### src/design/aarc_pkg.sv
`default_nettype none
package aarc_pkg;
	localparam int unsigned CLK_NS      = 50;
	localparam int unsigned SEC_NS      = 1_000_000_000;
	localparam int unsigned CYC_PER_SEC = SEC_NS / CLK_NS;

	localparam int AW    = 8;
	localparam int DW    = 32;
	localparam int CW    = 16;
	localparam int ST_W  = 6;
	localparam int AVG_DEPTH = 32;
	localparam int SUM_W = CW + 5;

	localparam logic [AW-1:0] OFS_CTRL  = 8'h00;
	localparam logic [AW-1:0] OFS_DOSET = 8'h04;
	localparam logic [AW-1:0] OFS_HIGH  = 8'h08;
	localparam logic [AW-1:0] OFS_LOW   = 8'h0C;
	localparam logic [AW-1:0] OFS_AVGL  = 8'h10;
	localparam logic [AW-1:0] OFS_WDOG  = 8'h14;
	localparam logic [AW-1:0] OFS_NODE  = 8'h18;
	localparam logic [AW-1:0] OFS_VSCH  = 8'h1C;
	localparam logic [AW-1:0] OFS_TIME  = 8'h20;
	localparam logic [AW-1:0] OFS_CMD   = 8'h24;
	localparam logic [AW-1:0] OFS_STAT  = 8'h28;
	localparam logic [AW-1:0] OFS_MASK  = 8'h2C;
	localparam logic [AW-1:0] OFS_FLT   = 8'h30;
	localparam logic [AW-1:0] OFS_AVG   = 8'h34;

	localparam int CTRL_DVAL = 0;
	localparam int CTRL_GM   = 1;
	localparam int CTRL_PM   = 3;
	localparam int VSCH_ST   = 8;
	localparam int CMD_SCRUB = 0;
	localparam int CMD_VCAN  = 1;

	localparam logic [1:0] GM_LATCH = 2'h0;
	localparam logic [1:0] GM_NONL  = 2'h1;
	localparam logic [1:0] GM_RESET = 2'h2;
	localparam logic [1:0] PM_OFF   = 2'h0;
	localparam logic [1:0] PM_RTU_B = 2'h2;

	localparam int FB_ANY = 1, FB_CLOW = 12, FB_CHIGH = 13;
	localparam int FB_VAL1 = 20, FB_VAL2 = 21, FB_SCRUB = 27;
	localparam int ST_HIGH = 0, ST_LOW = 1, ST_SCRUB = 2;
	localparam int ST_VSTART = 3, ST_KPTO = 4, ST_GDROP = 5;

	localparam logic [7:0]  FC_RD     = 8'h03;
	localparam logic [7:0]  FC_WR1    = 8'h06;
	localparam logic [7:0]  FC_WRN    = 8'h10;
	localparam logic [7:0]  NODE_MIN  = 8'h01;
	localparam logic [7:0]  NODE_MAX  = 8'hFA;
	localparam logic [7:0]  WDOG_MIN  = 8'h05;
	localparam logic [7:0]  WDOG_RST  = 8'h3C;
	localparam logic [7:0]  SCRUB_PCT = 8'h05;
	localparam logic [31:0] DOSET_RST = 32'h0000_2000;
	localparam logic [2:0]  AVGL_RST  = 3'h4;
	localparam logic [2:0]  AVGL_MAX  = 3'h5;
	localparam logic [5:0]  SEC_PER_MIN = 6'h3C;
	localparam logic [10:0] MIN_PER_DAY = 11'h5A0;

	typedef struct packed {
		logic        daily_en;
		logic [1:0]  gmode;
		logic [1:0]  proto;
		logic [31:0] do_setup;
		logic [CW-1:0] high_sp;
		logic [CW-1:0] low_sp;
		logic [2:0]  avg_log;
		logic [7:0]  wdog;
		logic [7:0]  node;
		logic [7:0]  val_int;
		logic [10:0] val_start;
	} aarc_cfg_t;

	typedef struct packed {
		logic       vld;
		logic [7:0] node;
		logic [7:0] func;
	} aarc_req_t;

	function automatic logic aarc_hit(input logic [AW-1:0] a,
		input logic [AW-1:0] o);
		return a == o;
	endfunction

	function automatic logic aarc_fc_ok(input logic [7:0] f);
		return (f == FC_RD) || (f == FC_WR1) || (f == FC_WRN);
	endfunction
endpackage
`default_nettype wire

### src/design/aarc_avg.sv
`timescale 1ns/1ns
`default_nettype none
module aarc_avg (
	input  wire logic          i_core_clk,
	input  wire logic          i_rst_b,
	input  wire logic          i_ce,
	input  wire logic          i_flush,
	input  wire logic          i_vld,
	input  wire logic [15:0]   i_smp,
	input  wire logic [2:0]    i_log,
	output logic      [15:0]   o_avg,
	output logic               o_upd
);
	import aarc_pkg::*;

	logic [CW-1:0]    mem [AVG_DEPTH];
	logic [4:0]       wptr, next_wptr;
	logic [5:0]       fill, next_fill;
	logic [SUM_W-1:0] sum, next_sum;
	logic [15:0]      next_avg;
	logic [5:0]       n;
	logic [CW-1:0]    old;

	// window n = 2**log; while filling, nothing drops out yet
	always_comb begin
		n         = 6'h01 << i_log;
		old       = (fill >= n) ? mem[wptr - n[4:0]] : 16'h0000;
		next_wptr = wptr;
		next_fill = fill;
		next_sum  = sum;
		if (i_flush) begin
			next_fill = 6'h00;
			next_sum  = '0;
		end else if (i_vld) begin
			next_wptr = wptr + 5'h01;
			next_fill = (fill == 6'h20) ? fill : fill + 6'h01;
			next_sum  = sum + {5'h00, i_smp} - {5'h00, old};
		end
		next_avg = 16'(next_sum >> i_log);
	end

	always_ff @(posedge i_core_clk or negedge i_rst_b) begin
		if (!i_rst_b) begin
			wptr  <= 5'h00;
			fill  <= 6'h00;
			sum   <= '0;
			o_avg <= 16'h0000;
			o_upd <= 1'b0;
		end else if (i_ce) begin
			wptr  <= next_wptr;
			fill  <= next_fill;
			sum   <= next_sum;
			o_avg <= next_avg;
			o_upd <= i_vld & ~i_flush;
		end
	end

	always_ff @(posedge i_core_clk) begin
		if (i_ce && i_vld && !i_flush) begin
			mem[wptr] <= i_smp;
		end
	end
endmodule // aarc_avg
`default_nettype wire

### src/design/aarc_top.sv
// Design decisions made here: the register offsets and the plain strobed port.
`timescale 1ns/1ns
`default_nettype none
module aarc_top #(
	parameter int unsigned P_CYC_PER_SEC = aarc_pkg::CYC_PER_SEC
) (
	input  wire logic                    i_core_clk,
	input  wire logic                    i_rst_b,
	input  wire logic                    i_ce,
	input  wire logic [aarc_pkg::AW-1:0] i_addr,
	input  wire logic [aarc_pkg::DW-1:0] i_wdata,
	input  wire logic                    i_wr,
	input  wire logic                    i_rd,
	input  wire logic [31:0]             i_fault,
	input  wire logic                    i_smp_vld,
	input  wire logic [15:0]             i_smp,
	input  wire logic [7:0]              i_scrub_pct,
	input  wire logic [15:0]             i_scrub_days,
	input  wire logic [1:0]              i_val_fail,
	input  wire logic                    i_on_menu,
	input  wire aarc_pkg::aarc_req_t     i_req,
	output logic      [aarc_pkg::DW-1:0] o_rdata,
	output logic                         o_assign_relay,
	output logic                         o_gen_relay,
	output logic      [15:0]             o_avg,
	output logic                         o_val_start,
	output logic                         o_kp_timeout,
	output logic                         o_scrub_restart,
	output logic                         o_req_ack,
	output logic                         o_generic_out,
	output logic                         o_rtu_variant,
	output logic                         o_irq
);
	import aarc_pkg::*;

	aarc_cfg_t       cfg, next_cfg;
	logic [ST_W-1:0] irq_mask, next_irq_mask;
	logic [ST_W-1:0] sts, next_sts, sts_set;
	logic [DW-1:0]   next_rdata;
	logic            we;
	logic            gen_rst_p, scrub_new_p, vcancel_p, avg_flush;
	logic            tod_wr;

	logic [31:0] psc, next_psc;
	logic [5:0]  sec, next_sec;
	logic [10:0] tod, next_tod;
	logic [7:0]  days, next_days;
	logic [7:0]  wd, next_wd;
	logic        sec_tick, min_tick;
	logic        next_val_start, next_kp_to;

	logic        hi, next_hi, lo, next_lo;
	logic        scrub, next_scrub;
	logic [1:0]  vflag, next_vflag;
	logic        glat, next_glat;
	logic        next_gen_relay, next_assign_relay;
	logic [31:0] fv;
	logic        any_flt;
	logic        avg_upd;

	// only an enabled write counts, so a frozen block misses nothing twice
	assign we = i_wr & i_ce;

	aarc_avg u_avg (
		.i_core_clk (i_core_clk),
		.i_rst_b    (i_rst_b),
		.i_ce       (i_ce),
		.i_flush    (avg_flush),
		.i_vld      (i_smp_vld),
		.i_smp      (i_smp),
		.i_log      (cfg.avg_log),
		.o_avg      (o_avg),
		.o_upd      (avg_upd)
	);

	// configuration writes
	always_comb begin
		next_cfg      = cfg;
		next_irq_mask = irq_mask;
		gen_rst_p     = 1'b0;
		scrub_new_p   = 1'b0;
		vcancel_p     = 1'b0;
		avg_flush     = 1'b0;
		tod_wr        = 1'b0;
		if (we) begin
			if (aarc_hit(i_addr, OFS_CTRL)) begin
				next_cfg.daily_en = i_wdata[CTRL_DVAL];
				if (i_wdata[CTRL_GM+:2] == GM_RESET) begin
					gen_rst_p = 1'b1;
				end else if (i_wdata[CTRL_GM+:2] <= GM_NONL) begin
					next_cfg.gmode = i_wdata[CTRL_GM+:2];
				end
				if (i_wdata[CTRL_PM+:2] <= PM_RTU_B) begin
					next_cfg.proto = i_wdata[CTRL_PM+:2];
				end
			end
			if (aarc_hit(i_addr, OFS_DOSET)) begin
				next_cfg.do_setup = i_wdata;
			end
			if (aarc_hit(i_addr, OFS_HIGH)) begin
				next_cfg.high_sp = i_wdata[CW-1:0];
			end
			if (aarc_hit(i_addr, OFS_LOW)) begin
				next_cfg.low_sp = i_wdata[CW-1:0];
			end
			if (aarc_hit(i_addr, OFS_AVGL) && i_wdata[2:0] <= AVGL_MAX) begin
				next_cfg.avg_log = i_wdata[2:0];
				avg_flush        = 1'b1;
			end
			if (aarc_hit(i_addr, OFS_WDOG)) begin
				next_cfg.wdog = i_wdata[7:0];
			end
			if (aarc_hit(i_addr, OFS_NODE) && i_wdata[7:0] >= NODE_MIN &&
				i_wdata[7:0] <= NODE_MAX && i_wdata[31:8] == 24'h000000) begin
				next_cfg.node = i_wdata[7:0];
			end
			if (aarc_hit(i_addr, OFS_VSCH) &&
				i_wdata[VSCH_ST+:11] < MIN_PER_DAY) begin
				next_cfg.val_int   = i_wdata[7:0];
				next_cfg.val_start = i_wdata[VSCH_ST+:11];
			end
			tod_wr = aarc_hit(i_addr, OFS_TIME) && i_wdata[10:0] < MIN_PER_DAY;
			if (aarc_hit(i_addr, OFS_CMD)) begin
				scrub_new_p = i_wdata[CMD_SCRUB];
				vcancel_p   = i_wdata[CMD_VCAN];
			end
			if (aarc_hit(i_addr, OFS_MASK)) begin
				next_irq_mask = i_wdata[ST_W-1:0];
			end
		end
	end

	// time of day, validation schedule, keypad watchdog
	always_comb begin
		sec_tick = (psc == 32'(P_CYC_PER_SEC - 1));
		min_tick = sec_tick && (sec == SEC_PER_MIN - 6'h01);
		next_psc = sec_tick ? 32'h0000_0000 : psc + 32'h0000_0001;
		next_sec = min_tick ? 6'h00 : (sec_tick ? sec + 6'h01 : sec);
		next_tod = tod;
		if (min_tick) begin
			next_tod = (tod == MIN_PER_DAY - 11'h001) ? 11'h000 : tod + 11'h001;
		end
		next_days      = days;
		next_val_start = 1'b0;
		if (!cfg.daily_en) begin
			next_days = 8'h00;
		end else if (min_tick && next_tod == cfg.val_start) begin
			// an interval of 0 is taken as every day
			if (days + 8'h01 >= cfg.val_int) begin
				next_val_start = 1'b1;
				next_days      = 8'h00;
			end else begin
				next_days = days + 8'h01;
			end
		end
		if (tod_wr) begin
			next_tod = i_wdata[10:0];
			next_sec = 6'h00;
			next_psc = 32'h0000_0000;
		end
		next_wd    = wd;
		next_kp_to = 1'b0;
		if (!i_on_menu) begin
			next_wd = 8'h00;
		end else if (sec_tick) begin
			next_wd = (wd == 8'hFF) ? wd : wd + 8'h01;
			if (cfg.wdog >= WDOG_MIN && wd + 8'h01 == cfg.wdog) begin
				next_kp_to = 1'b1;
				next_wd    = 8'h00;
			end
		end
	end

	// alarms and relays
	always_comb begin
		fv           = i_fault;
		fv[FB_CLOW]  = lo;
		fv[FB_CHIGH] = hi;
		fv[FB_VAL1]  = vflag[0];
		fv[FB_VAL2]  = vflag[1];
		fv[FB_SCRUB] = scrub;
		fv[FB_ANY]   = 1'b0;
		any_flt      = |fv;
		fv[FB_ANY]   = any_flt;

		next_hi    = gen_rst_p ? 1'b0 : hi;
		next_lo    = gen_rst_p ? 1'b0 : lo;
		if (avg_upd) begin
			next_hi = o_avg > cfg.high_sp;
			next_lo = o_avg < cfg.low_sp;
		end
		// scrubber fault, condition wins over clear
		next_scrub = (scrub & ~scrub_new_p & ~gen_rst_p) |
			(i_scrub_pct <= SCRUB_PCT) | (i_scrub_days == 16'h0000);
		next_vflag = (vflag & ~{2{vcancel_p | gen_rst_p}}) | i_val_fail;
		next_glat = (glat & ~gen_rst_p) | any_flt;
		if (cfg.gmode == GM_NONL) begin
			next_gen_relay = ~any_flt;
		end else begin
			next_gen_relay = ~next_glat;
		end
		next_assign_relay = (|(cfg.do_setup[31:1] & fv[31:1])) ^
			cfg.do_setup[0];

		sts_set            = '0;
		sts_set[ST_HIGH]   = next_hi & ~hi;
		sts_set[ST_LOW]    = next_lo & ~lo;
		sts_set[ST_SCRUB]  = next_scrub & ~scrub;
		sts_set[ST_VSTART] = next_val_start;
		sts_set[ST_KPTO]   = next_kp_to;
		sts_set[ST_GDROP]  = o_gen_relay & ~next_gen_relay;
		next_sts = sts;
		if (we && aarc_hit(i_addr, OFS_STAT)) begin
			next_sts = sts & ~i_wdata[ST_W-1:0];
		end
		// a new event beats a clear in the same cycle
		next_sts = next_sts | sts_set;
	end

	// register reads, data valid the cycle after the strobe only
	always_comb begin
		next_rdata = '0;
		if (i_rd) begin
			unique case (i_addr)
				OFS_CTRL: begin
					next_rdata[CTRL_DVAL]   = cfg.daily_en;
					next_rdata[CTRL_GM+:2]  = cfg.gmode;
					next_rdata[CTRL_PM+:2]  = cfg.proto;
				end
				OFS_DOSET: next_rdata = cfg.do_setup;
				OFS_HIGH:  next_rdata[CW-1:0] = cfg.high_sp;
				OFS_LOW:   next_rdata[CW-1:0] = cfg.low_sp;
				OFS_AVGL:  next_rdata[2:0] = cfg.avg_log;
				OFS_WDOG:  next_rdata[7:0] = cfg.wdog;
				OFS_NODE:  next_rdata[7:0] = cfg.node;
				OFS_VSCH: begin
					next_rdata[7:0]          = cfg.val_int;
					next_rdata[VSCH_ST+:11]  = cfg.val_start;
				end
				OFS_TIME:  next_rdata[10:0] = tod;
				OFS_STAT:  next_rdata[ST_W-1:0] = sts;
				OFS_MASK:  next_rdata[ST_W-1:0] = irq_mask;
				OFS_FLT:   next_rdata = fv;
				OFS_AVG:   next_rdata[15:0] = o_avg;
				default:   next_rdata = '0;
			endcase
		end
	end

	always_ff @(posedge i_core_clk or negedge i_rst_b) begin
		if (!i_rst_b) begin
			cfg.daily_en  <= 1'b0;
			cfg.gmode     <= GM_LATCH;
			cfg.proto     <= PM_OFF;
			cfg.do_setup  <= DOSET_RST;
			cfg.high_sp   <= '1;
			cfg.low_sp    <= '0;
			cfg.avg_log   <= AVGL_RST;
			cfg.wdog      <= WDOG_RST;
			cfg.node      <= NODE_MIN;
			cfg.val_int   <= 8'h01;
			cfg.val_start <= 11'h000;
			irq_mask      <= '0;
			psc           <= 32'h0000_0000;
			sec           <= 6'h00;
			tod           <= 11'h000;
			days          <= 8'h00;
			wd            <= 8'h00;
		end else if (i_ce) begin
			cfg      <= next_cfg;
			irq_mask <= next_irq_mask;
			psc      <= next_psc;
			sec      <= next_sec;
			tod      <= next_tod;
			days     <= next_days;
			wd       <= next_wd;
		end
	end

	always_ff @(posedge i_core_clk or negedge i_rst_b) begin
		if (!i_rst_b) begin
			hi              <= 1'b0;
			lo              <= 1'b0;
			scrub           <= 1'b0;
			vflag           <= 2'h0;
			glat            <= 1'b0;
			sts             <= '0;
			o_rdata         <= '0;
			o_assign_relay  <= 1'b0;
			o_gen_relay     <= 1'b0;
			o_val_start     <= 1'b0;
			o_kp_timeout    <= 1'b0;
			o_scrub_restart <= 1'b0;
			o_req_ack       <= 1'b0;
			o_generic_out   <= 1'b1;
			o_rtu_variant   <= 1'b0;
			o_irq           <= 1'b0;
		end else if (i_ce) begin
			hi              <= next_hi;
			lo              <= next_lo;
			scrub           <= next_scrub;
			vflag           <= next_vflag;
			glat            <= next_glat;
			sts             <= next_sts;
			o_rdata         <= next_rdata;
			o_assign_relay  <= next_assign_relay;
			o_gen_relay     <= next_gen_relay;
			o_val_start     <= next_val_start;
			o_kp_timeout    <= next_kp_to;
			o_scrub_restart <= scrub_new_p;
			o_req_ack       <= i_req.vld && cfg.proto != PM_OFF &&
				i_req.node == cfg.node && aarc_fc_ok(i_req.func);
			o_generic_out   <= cfg.proto == PM_OFF;
			o_rtu_variant   <= cfg.proto == PM_RTU_B;
			o_irq           <= |(next_sts & next_irq_mask);
		end
	end
endmodule // aarc_top
`default_nettype wire

### config.mk
export PLATFORM = sky130hd
export DESIGN_NAME = aarc_top
export DESIGN_NICKNAME = d
export VERILOG_FILES = /design/src/design/aarc_pkg.sv /design/src/design/aarc_avg.sv /design/src/design/aarc_top.sv
export SDC_FILE = /design/constraint.sdc
export NUM_CORES = 1
export LEC_CHECK = 0
export ABC_CLOCK_PERIOD_IN_PS = 5800
export BUFFER_PORTS_ARGS = -buffer_cell sky130_fd_sc_hd__buf_4
export CORE_AREA = 3 3 260 453
export CTS_CLUSTER_SIZE = 24
export DETAILED_ROUTE_END_ITERATION = 16
export DIE_AREA = 0 0 263 456
export PLACE_DENSITY = 0.55
export SYNTH_ARGS = -nofsm -noshare
export SYNTH_HDL_FRONTEND = slang
export SYNTH_HIERARCHICAL = 1
export SYNTH_SLANG_ARGS = --single-unit
### constraint.sdc
create_clock -name i_core_clk -period 5.8 [get_ports i_core_clk]
set_input_delay 0.87 -clock i_core_clk [delete_from_list [all_inputs] [get_ports i_core_clk]]
set_output_delay 0.87 -clock i_core_clk [all_outputs]
set_load 0.01 [all_outputs]
* After elaboration in Yosys (flattened, before gate mapping)
Memory sizes are Yosys's and may differ from the RTL's. Cells that the tools add are included.
Operators by class: add/subtract/negate cells 10, magnitude comparators 13, eq/ne operators 31, shift operators 2, multiplexer cells 56, bitwise operators 32, reduce and logical (&&, ||, !) cells 43
Operator list (count):
- 32-bit two-way mux | 3
- 31-bit OR reduction | 2
- 8-bit two-way mux | 7
- 6-bit two-way mux | 9
- 8-bit by 6-bit equality test with 1-bit output, second input constant | 6
- 21-bit two-way mux | 2
- 8-bit by 5-bit equality test with 1-bit output, second input constant | 5
- 3-bit case mux with 13 select lines | 1
- 11-bit two-way mux | 3
- 3-bit AND reduction | 11
- 32-bit by 1-bit adder with 32-bit output, second input constant | 1
- 32-bit by 25-bit equality test with 1-bit output, second input constant | 1
- 31-bit AND | 1
- 5-bit case mux with 6 select lines | 1
- 13-bit case mux with 2 select lines | 1
- 24-bit logical NOT | 1
- 2-bit case mux with 12 select lines | 1
- 1-bit two-way mux | 23
- 11-bit less-than comparator, second input constant | 2
- 21-bit by 16-bit adder with 21-bit output | 1
- 3-bit case mux with 7 select lines | 1
- 21-bit by 3-bit right shift with 16-bit output | 1
- 21-bit by 16-bit subtractor with 21-bit output | 1
- 2-bit case mux with 9 select lines | 1
- other kinds (54) | 101
Word-level totals: register bits 280, RAM bits 512, input port bits 138, output and inout bits 57, logic and storage cells 226, memories kept 1
Memories:
- u_avg.mem | depth 32, bits a word 16, rd ports 1, clocked after Yosys merged registers in 0, write ports 1, line aarc_avg.sv:16 | logic [CW-1:0] mem [AVG_DEPTH];

* Longest topological paths before layout
Gate-level depths: netlist of the first run.
depth in word-level cells 14, depth in mapped cells 28, gate-level depth less buffers 24

* Modules after synthesis
The synthesis of the first run kept the hierarchy.
By module, submodules not included:
- aarc_avg | instances 1, cells each 1428, area each 24677.4 um2
- aarc_top | instances 1, cells each 1337, area each 12933.7 um2

* Worst setup path before layout of the first run
Ideal clock, no wire load.
path type flip-flop to flip-flop, start reg cfg[35] (netlist bit), end reg u_avg.o_avg[12], library setup time 126 ps, data arrival time 6228 ps, path slack -555 ps, stages on the path, launching flop included 26, path buffers 6, clock period less this slack 6355 ps, cells stage by stage dfrtp_1 > buf_2 > buf_1 > clkbuf_1 > nand2_1 > inv_1 > fa_1 > clkbuf_1 > clkbuf_1 > clkbuf_1 > mux4_2 > mux2i_1 > mux4_2 > nor2_1 > fa_1 > inv_1 > ha_1 > and2_4 > nand3_1 > a211o_2 > a21oi_2 > xor2_1 > a22o_1 > a221o_1 > mux2_2 > a221o_1
On the way: longest elaborated chain between the ends 8, elaborated cells between the ends (all ways) 9, classes of those cells 2 x add/sub; 1 x order compare; 2 x shift; 3 x mux; 1 x memory
RTL lines:
- from (decl) | line aarc_top.sv:36 | aarc_cfg_t cfg, next_cfg;
- from (signal assigned) | line aarc_top.sv:270 | cfg <= next_cfg;
- 1-bit by 3-bit << shifter with 6-bit output | line aarc_avg.sv:26 | n = 6'h01 << i_log;
- 5-bit subtractor | line aarc_avg.sv:27 | old = (fill >= n) ? mem[wptr - n[4:0]] : 16'h0000;
- memory read 32 x 16 bit
- 16-bit two-way mux | line aarc_avg.sv:27
- 21-bit by 16-bit subtractor with 21-bit output | line aarc_avg.sv:37 | next_sum = sum + {5'h00, i_smp} - {5'h00, old};
- 21-bit two-way mux | line aarc_avg.sv:34 | end else if (i_vld) begin
- 21-bit two-way mux | line aarc_avg.sv:31 | if (i_flush) begin
- 21-bit by 3-bit right shift with 16-bit output (*) | line aarc_avg.sv:39 | next_avg = 16'(next_sum >> i_log);
- to (signal assigned) | line aarc_avg.sv:53 | o_avg <= next_avg;
- to (decl) | line aarc_avg.sv:11 | output logic [15:0] o_avg,
Every way passes the cells marked *; elsewhere a longest branch is shown, timed or not. A chain may end at the register's enable or synchronous reset.

* Worst setup path in the final report of the first run
start reg cfg[37] (netlist bit), end reg u_avg.o_avg[12]
The elaborated chain is that of the path after synthesis.

==> results of run 1 <==
[layout make-up]
class,count,area (um2),area share (%)
multi-input cells,1686,15200,32.5
flip-flops and latches,792,22400,47.9
well taps,1494,1870,4.00
repair buffers,469,4060,8.67
clock buffers,107,2220,4.74
clock inverters,39,464,0.992
inverters,151,567,1.21
[path summary, 6_finish.rpt]
path                                             start                          end  cells after the start
min in group i_core_clk                  i_val_fail[0]         vflag[0]$_DFFE_PN0P_                      2
worst min register to register  o_rdata[2]$_DFFE_PN0P_       o_rdata[2]$_DFFE_PN0P_                      1
max in group asynchronous                      i_rst_b            wd[6]$_DFFE_PN0P_                      2
worst min-delay path                           i_rst_b          cfg[92]$_DFFE_PN0P_                      1
worst max register to register     cfg[37]$_DFFE_PN1P_  u_avg/o_avg[12]$_DFFE_PN0P_                     23
worst max-delay path               cfg[37]$_DFFE_PN1P_  u_avg/o_avg[12]$_DFFE_PN0P_                     23
[logic make-up (layout without fill, tap and decap cells)]
logic type / Yosys count / count (layout)
AO/OA/AOI/OAI: 547 / 547
XOR/XNOR: 87 / 87
adder cells (fa/ha/maj): 96 / 96
buffers and inverters: 287 / 766
flip-flops: 792 / 792
multiplexers: 301 / 301
AND/OR/NAND/NOR: 655 / 655
[registers in the layout (all words and copies together), names as in the netlist, 8 cells and up]
name and flops:
cfg 107, days 8, o_rdata 32, psc 32
tod 11, u_avg/mem 512, u_avg/o_avg 16, u_avg/sum 21
wd 8
[cell usage after synthesis (7+ instances only)]
master	count
a211oi_1	18
a21boi_0	7
a21o_1	20
a21oi_1	78
a221o_1	8
a221oi_1	25
a222oi_1	9
a22o_1	37
a22oi_1	61
a31oi_1	10
and2_1	8
and3_1	16
buf_1	14
buf_2	24
clkbuf_1	93
dfrtp_1	255
dfstp_2	25
edfxtp_1	512
fa_1	17
ha_1	79
inv_1	148
mux2_2	75
mux2i_1	82
mux4_2	144
nand2_1	198
nand2b_1	10
nand3_1	65
nand3b_1	9
nand4_1	38
nor2_1	173
nor2b_1	17
nor3_1	26
nor4_1	33
nor4b_1	8
o211ai_1	8
o21a_1	7
o21ai_0	134
o22ai_1	10
o2bb2ai_1	32
o31ai_1	13
or3_1	19
xnor2_1	39
xor2_1	47
[layer usage]
metal	vias up	global-route usage [%]	routed length, um
met3	291	3.12	5340
met5	-	0	12
met4	2	9.39	6230
met2	809	35.9	63300
li1	11466	-	-
met1	13007	19.8	40400
[worst reg2reg max path: stages, from the launching register on]
cell	delay (ns)
dfstp_2	0.61
nor2_4	0.05
nand2_2	0.07
inv_2	0.04
fa_4	0.88
buf_12	0.16
buf_16	0.15
mux4_2	0.36
mux2i_1	0.22
mux4_2	0.31
nor2_2	0.05
fa_1	0.59
inv_2	0.06
ha_4	0.28
o211ai_1	0.09
buf_4	0.17
o21ai_4	0.20
a31oi_4	0.14
or3_4	0.36
nor2b_4	0.14
xnor2_2	0.15
a221o_1	0.36
mux2_4	0.29
a221o_1	0.30
[power groups by stage]
| stage | Sequential (uW) | Clock, uW | Combinational, uW |
|---|---|---|---|
| detailed placement | 6900 | 0 | 17300 |
| global placement | 6890 | 0 | 17300 |
| CTS | 6790 | 5480 | 21300 |
| global route | 6830 | 5690 | 25000 |
| finish | 6800 | 5340 | 23500 |
| floorplan | 6710 | 0 | 10100 |
[per-stage QoR]
| stage | cell area, um2 | utilization [%] |
|---|---|---|
| after detailed placement | 42200 | 36.8 |
| after global placement | 42200 | 36.8 |
| after global routing | 46800 | 40.9 |
| after floorplan | 37800 | - |
| after CTS | 46100 | 40.3 |
| final | 46800 | 40.9 |
[what timing repair did]
item / 4_1_cts / 5_1_grt
setup endpoints to repair: 20 / 20
pin swaps: 39 / 48
setup buffers: 34 / 29
gates cloned: 10 / 1
gates resized for setup: 132 / 104
==> results.tsv, run 1 <==
stage	metric	value	unit
floorplanning	die_h	456	um
sta	fin_tns_setup	-2.87	ns
global_route	grtUsageTotal	18.8	%
placement	numPortBuffers	187	
logic_synthesis	synth_ff_type	edfxtp_1	
clock_tree	clk_latency	0.67	ns
worst_setup_path	rrSetupSlack	-0.36	ns
global_route	grt_first_pass_wirelength	172	mm
pwr	p_total	35700	uW
worst_setup_path	slowest_delay	0.88	ns
worst_setup_path	path_cells	nor2_4, nand2_2, inv_2, fa_4, buf_12, buf_16, mux4_2, mux2i_1, mux4_2, nor2_2, fa_1, inv_2, ha_4, o211ai_1, buf_4, o21ai_4, a31oi_4, or3_4, nor2b_4, xnor2_2, a221o_1, mux2_4, a221o_1	
clock_tree	cts_buffers	79	
floorplanning	die-area	0.120	mm2
clock_tree	clockRootBuffer	clkbuf_16	
worst_setup_path	path_class	reg -> reg	
logic_synthesis	ys_ff_latch	792	
logic_synthesis	synthXorXnorAreaFrac	2.07	%
pwr	p_leak	0.0178	uW
logic_synthesis	yosys.area_share.simple	8.45	%
worst_setup_path	required	6.36	ns
pwr	p_per_area	763	mW/mm2
final_layout	layout-drive-gt1-share	31.7	%
global_route	grt_start_max_net_pins	115	
worst_setup_path	start_kind	register	
logic_synthesis	ys_types	101	
run_status	violations	negative setup slack	
pwr	p_int	21700	uW
sta	finClkSkew	0.0409	ns
logic_synthesis	synth_top_family_by_area	multiplexers	
detailed_routing	drt-initial-drc-count	2063	
worst_setup_path	crit_family	adder cells	
detailed_routing	routed_wl	115	mm
pwr	clkPwrFrac	15.0	%
final_layout	fin_nets	3413	
clock_tree	cts_tree	done	
logic_synthesis	async_flop_share	35.4	%
floorplanning	die_x	263	um
floorplanning	pin_count	195	
logic_synthesis	synthAdderAreaFrac	3.53	%
logic_synthesis	synth_top_area_share	40.9	%
placement	dp_slack	-0.642	ns
detailed_routing	first_pass_iters	5	
logic_synthesis	synth_enable_flop_cells	512	
sta	fin_crit	6.16	ns
sta	finalHoldViolCount	0	
final_layout	final_cell_mix	edfxtp_1 (512), buf_4 (419), dfrtp_1 (254)	
floorplanning	initial_core_util	32.8	%
logic_synthesis	synthMuxAreaShare	13.1	%
placement	finalWeightedCongestion	0.925	
global_route	grt_pass1_vias	26758	
clock_tree	hold_buffers	0	
pwr	p_comb_share	66.0	%
logic_synthesis	synth.area.top_cells	edfxtp_1 (41%), dfrtp_1 (17%), mux4_2 (8.6%)	
sta	period_share	106	%
logic_synthesis	synth_area	0.0376	mm2
logic_synthesis	yosysSeqAreaShare	59.6	%
final_layout	fillers	10698	
pwr	ir_drop	0.715	mV
global_route	grt_remaining_overflow	0	
clock_tree	numClockSinks	792	
worst_setup_path	cp_max_fo	7	
pwr	swShare	39.1	%
placement	post-dp-hpwl	81.2	mm
sta	worst_slew_pin_slew	1.24	ns
worst_setup_path	worstPathArrival	6.72	ns
final_layout	layout_commonest_cell	edfxtp_1	
logic_synthesis	syn_nets	2999	
worst_setup_path	worst_path_max_delay_cell	fa_4	
pwr	p_seq_share	19.0	%
logic_synthesis	synth_compound_area_share	10.3	%
detailed_routing	drtAntennaViolNets	0	
sta	whs	0.259	ns
run_status	status	finished, violations left	
logic_synthesis	synth_cells	2765	
final_layout	diodes	0	
final_layout	stdcell_count	4738	
floorplanning	rows	164	
worst_setup_path	cp_num_buf_inv	5	
sta	rsz0062_at_grt	true	
detailed_routing	drc	0	
clock_tree	htreeDepth	3	
logic_synthesis	yosys_warnings	6	
detailed_routing	wl_per_cell	24.3	um
clock_tree	path_clk_slew	0.06	ns
worst_setup_path	worst_setup_path_end_kind	register	
sta	layout_setup_ws	-0.363	ns
clock_tree	clk_path_buf_depth	3	
global_route	antenna_found_initial	1	
run	cap_viol_max_count	0	
floorplanning	core_area	0.115	mm2
sta	fmax	162	MHz
sta	relSlewSlack	16.8	%
final_layout	syn2layout_area_growth	24.4	%
detailed_routing	vias_per_cell	5.40	
logic_synthesis	synth_top_area_cell	edfxtp_1	
sta	setup_viol	16	
logic_synthesis	post_synth.cell_area_avg	13.6	um2
placement	dp.cells	4525	
min_path	min_path_type	in -> async	
detailed_routing	vias	25575	
pwr	power_switching	14000	uW
sta	drv_slew	0	
(Power assumes the default switching activity.)
==> inputs of run 2 (changes only) <==
Settings changed: ABC_AREA from default to 1, CORE_AREA 3 3 260 453 to 3 3 267 467, DIE_AREA 0 0 263 456 to 0 0 270 470.
==> results.tsv, run 2 <==
stage	metric	value	unit
worst_setup_path	reg2reg_to	u_avg/o_avg[13]$_DFFE_PN0P_	
global_route	grt_pass1_vias	31668	
pwr	ir_drop	0.448	mV
worst_setup_path	worst_path_max_delay_cell	fa_4	
logic_synthesis	yosysSeqAreaShare	56.1	%
logic_synthesis	yosys_warnings	6	
detailed_routing	met3_length	5.29	mm
logic_synthesis	syn_nets	4687	
pwr	p_per_area	615	mW/mm2
worst_setup_path	rr_startpoint	cfg[37]$_DFFE_PN1P_	
global_route	grt_start_max_net_pins	106	
logic_synthesis	synth_area	0.0399	mm2
detailed_routing	drtAntennaViolNets	0	
logic_synthesis	synth_cells	4453	
global_route	antenna_found_initial	0	
sta	finClkSkew	0.0439	ns
detailed_routing	wl_per_cell	20.4	um
final_layout	multi_input_area	0.0149	mm2
final_layout	utilization	38.9	%
clock_tree	htreeDepth	3	
logic_synthesis	post_synth.cell_area_avg	8.97	um2
global_route	grtUsageTotal	20.0	%
worst_setup_path	slowest_delay	0.95	ns
detailed_routing	highest_layer	met4	
detailed_routing	drc	0	
run_status	status	completed	
placement	post-dp-hpwl	93.8	mm
final_layout	syn2layout_area_growth	18.0	%
floorplanning	pin_count	195	
floorplanning	die_h	470	um
final_layout	largest_reg_flops	512	
detailed_routing	vias_per_cell	5.03	
final_layout	fin_nets	4922	
placement	finalWeightedCongestion	0.961	
detailed_routing	routed_wl	130	mm
pwr	p_leak	0.0199	uW
floorplanning	rows	169	
sta	relSlewSlack	13.0	%
worst_setup_path	path_class	reg -> reg	
final_layout	diodes	0	
final_layout	regArea	0.0224	mm2
sta	worst_slew_pin_slew	1.29	ns
logic_synthesis	synth_top_area_share	38.5	%
run	cap_viol_max_count	0	
final_layout	final_cell_mix	nand2_1 (1198), edfxtp_1 (512), inv_1 (510)	
final_layout	layout-drive-gt1-share	12.6	%
sta	period_share	95.2	%
final_layout	design_area	0.0471	mm2
logic_synthesis	async_flop_share	35.4	%
detailed_routing	wl_met2	70.7	mm
sta	fmax	181	MHz
worst_setup_path	required	6.41	ns
logic_synthesis	synth_ff_type	edfxtp_1	
clock_tree	cts_tree	done	
logic_synthesis	ys_types	60	
worst_setup_path	rrSetupSlack	0.28	ns
sta	drv_slew	0	
detailed_routing	drt-initial-drc-count	2165	
sta	finalHoldViolCount	0	
logic_synthesis	synth.area.top_cells	edfxtp_1 (38%), dfrtp_1 (16%), nand2_1 (11%)	
logic_synthesis	post-synth-top-count-cell	nand2_1	
floorplanning	die_x	270	um
global_route	grt_remaining_overflow	0	
worst_setup_path	start_kind	register	
sta	fin_crit	5.52	ns
worst_setup_path	cp_max_fo	20	
worst_setup_path	reg2regPathDepth	31	
detailed_routing	vias	32085	
clock_tree	clk_latency	0.70	ns
logic_synthesis	netlist_top_cells_count	nand2_1 (1205), edfxtp_1 (512), inv_1 (510)	
worst_setup_path	worstPathArrival	6.14	ns
worst_setup_path	worst_setup_path_end_kind	register	
clock_tree	clockRootBuffer	clkbuf_16	
floorplanning	initial_core_util	33.0	%
clock_tree	path_clk_slew	0.06	ns
logic_synthesis	synth_top_area_cell	edfxtp_1	
sta	setup_viol	0	
final_layout	largestRegisters	u_avg/mem: 512 flops, cfg: 107 flops	
clock_tree	numClockSinks	792	
logic_synthesis	synth_enable_flop_cells	512	
placement	placed_cell_area	0.0439	mm2
final_layout	fillers	12222	
clock_tree	hold_buffers	0	
clock_tree	clk_path_buf_depth	3	
floorplanning	die-area	0.127	mm2
final_layout	layout_commonest_cell	nand2_1	
floorplanning	core_area	0.121	mm2
final_layout	top_register	u_avg/mem	
clock_tree	cts_buffers	80	
worst_setup_path	cpMostUsedCell	nand2_1	
logic_synthesis	ys_ff_latch	792	
placement	numPortBuffers	187	
global_route	grt_first_pass_wirelength	194	mm
detailed_routing	first_pass_iters	6	
detailed_routing	routedLengthMet1	45.9	mm
min_path	min_path_type	in -> async	
==> run 2: cell types whose count changed in the layout (fill, tap and decap cells not counted), sizes merged, moves of 63 or more <==
cell    before   now
mux4       144     0
o211ai       8    71
buf        467   331
o21ai      138   327
mux2        75     0
inv        154   523
nand3       65   337
mux2i       82     0
o22ai       10    74
nor2       173   420
nand2      198  1220
==> run 2: repair_timing <==
action / CTS / global route
setup buffers: 0 / 7
pin swaps: 0 / 8
resized for setup: 1 / 60
endpoints found under the setup margin: 1 / 16
hold endpoints to repair: 0 / 0
cloned: 0 / 4
==> run 2: logic make-up after synthesis <==
group / after synthesis / synth area share (%)
xor gates and xnor gates: 43 / 0.962
DFF: 792 / 56.1
buffers and inverters: 709 / 7.19
and+or+nand+nor: 2106 / 22.0
AOI/OAI and AO/OA: 707 / 10.4
adders and majority gates: 96 / 3.33
==> run 2: how the worst max path moves through the flow <==
| stage | startpoint | cells past startpoint | endpoint |
|---|---|---|---|
| 2_1_floorplan | cfg[37]$_DFFE_PN1P_ | 27 | u_avg/o_avg[5]$_DFFE_PN0P_ |
| 3_3_place_gp | cfg[37]$_DFFE_PN1P_ | 28 | u_avg/o_avg[12]$_DFFE_PN0P_ |
| 3_5_place_dp | cfg[37]$_DFFE_PN1P_ | 28 | u_avg/o_avg[12]$_DFFE_PN0P_ |
| 4_1_cts | cfg[37]$_DFFE_PN1P_ | 29 | u_avg/o_avg[12]$_DFFE_PN0P_ |
| 5_1_grt | cfg[37]$_DFFE_PN1P_ | 30 | u_avg/o_avg[12]$_DFFE_PN0P_ |
| 6_report | cfg[37]$_DFFE_PN1P_ | 31 | u_avg/o_avg[13]$_DFFE_PN0P_ |
==> run 2: area by class of cell <==
| type | count | area share [%] |
|---|---|---|
| multi-input cells | 2952 | 31.6 |
| inverters | 527 | 4.26 |
| clock inverters | 49 | 1.53 |
| well taps | 1624 | 4.31 |
| flip-flops and latches | 792 | 47.6 |
| clock buffers | 98 | 4.50 |
| repair buffers | 335 | 6.20 |
==> run 2: through the flow <==
stage	setup TNS [ns]	cells	worst slack (ns)	hold slack, ns	total power [uW]
6_report	0	6377	0.277	0.160	29000
5_1_grt	-0.0621	6377	-0.0265	0.237	31200
4_1_cts	0	6366	0.115	0.205	28200
3_5_place_dp	0	6219	0.0813	0.464	22500
3_3_place_gp	0	6219	0.0802	0.460	22400
2_1_floorplan	0	4453	0.740	0.450	16500
==> run 2: layer usage <==
layer,vias to the layer above,track usage (%)
met2,919,38.3
met5,-,0
met1,15442,20.6
met3,319,2.26
met4,0,12.1
li1,15405,-
==> run 2: power breakdown <==
part,switching (uW),internal [uW]
clock,2350,3270
combinational,10400,6150
sequential,355,6400
==> run 2: worst max-delay path, delay by kind of cell, from the launching register on <==
family,cells,cell delay [ns]
AND/OR/NAND/NOR,19,1.90
adder cells (fa/ha/maj),3,1.79
buffers and inverters,7,0.75
flip-flops,1,0.58
AO/OA/AOI/OAI,2,0.37
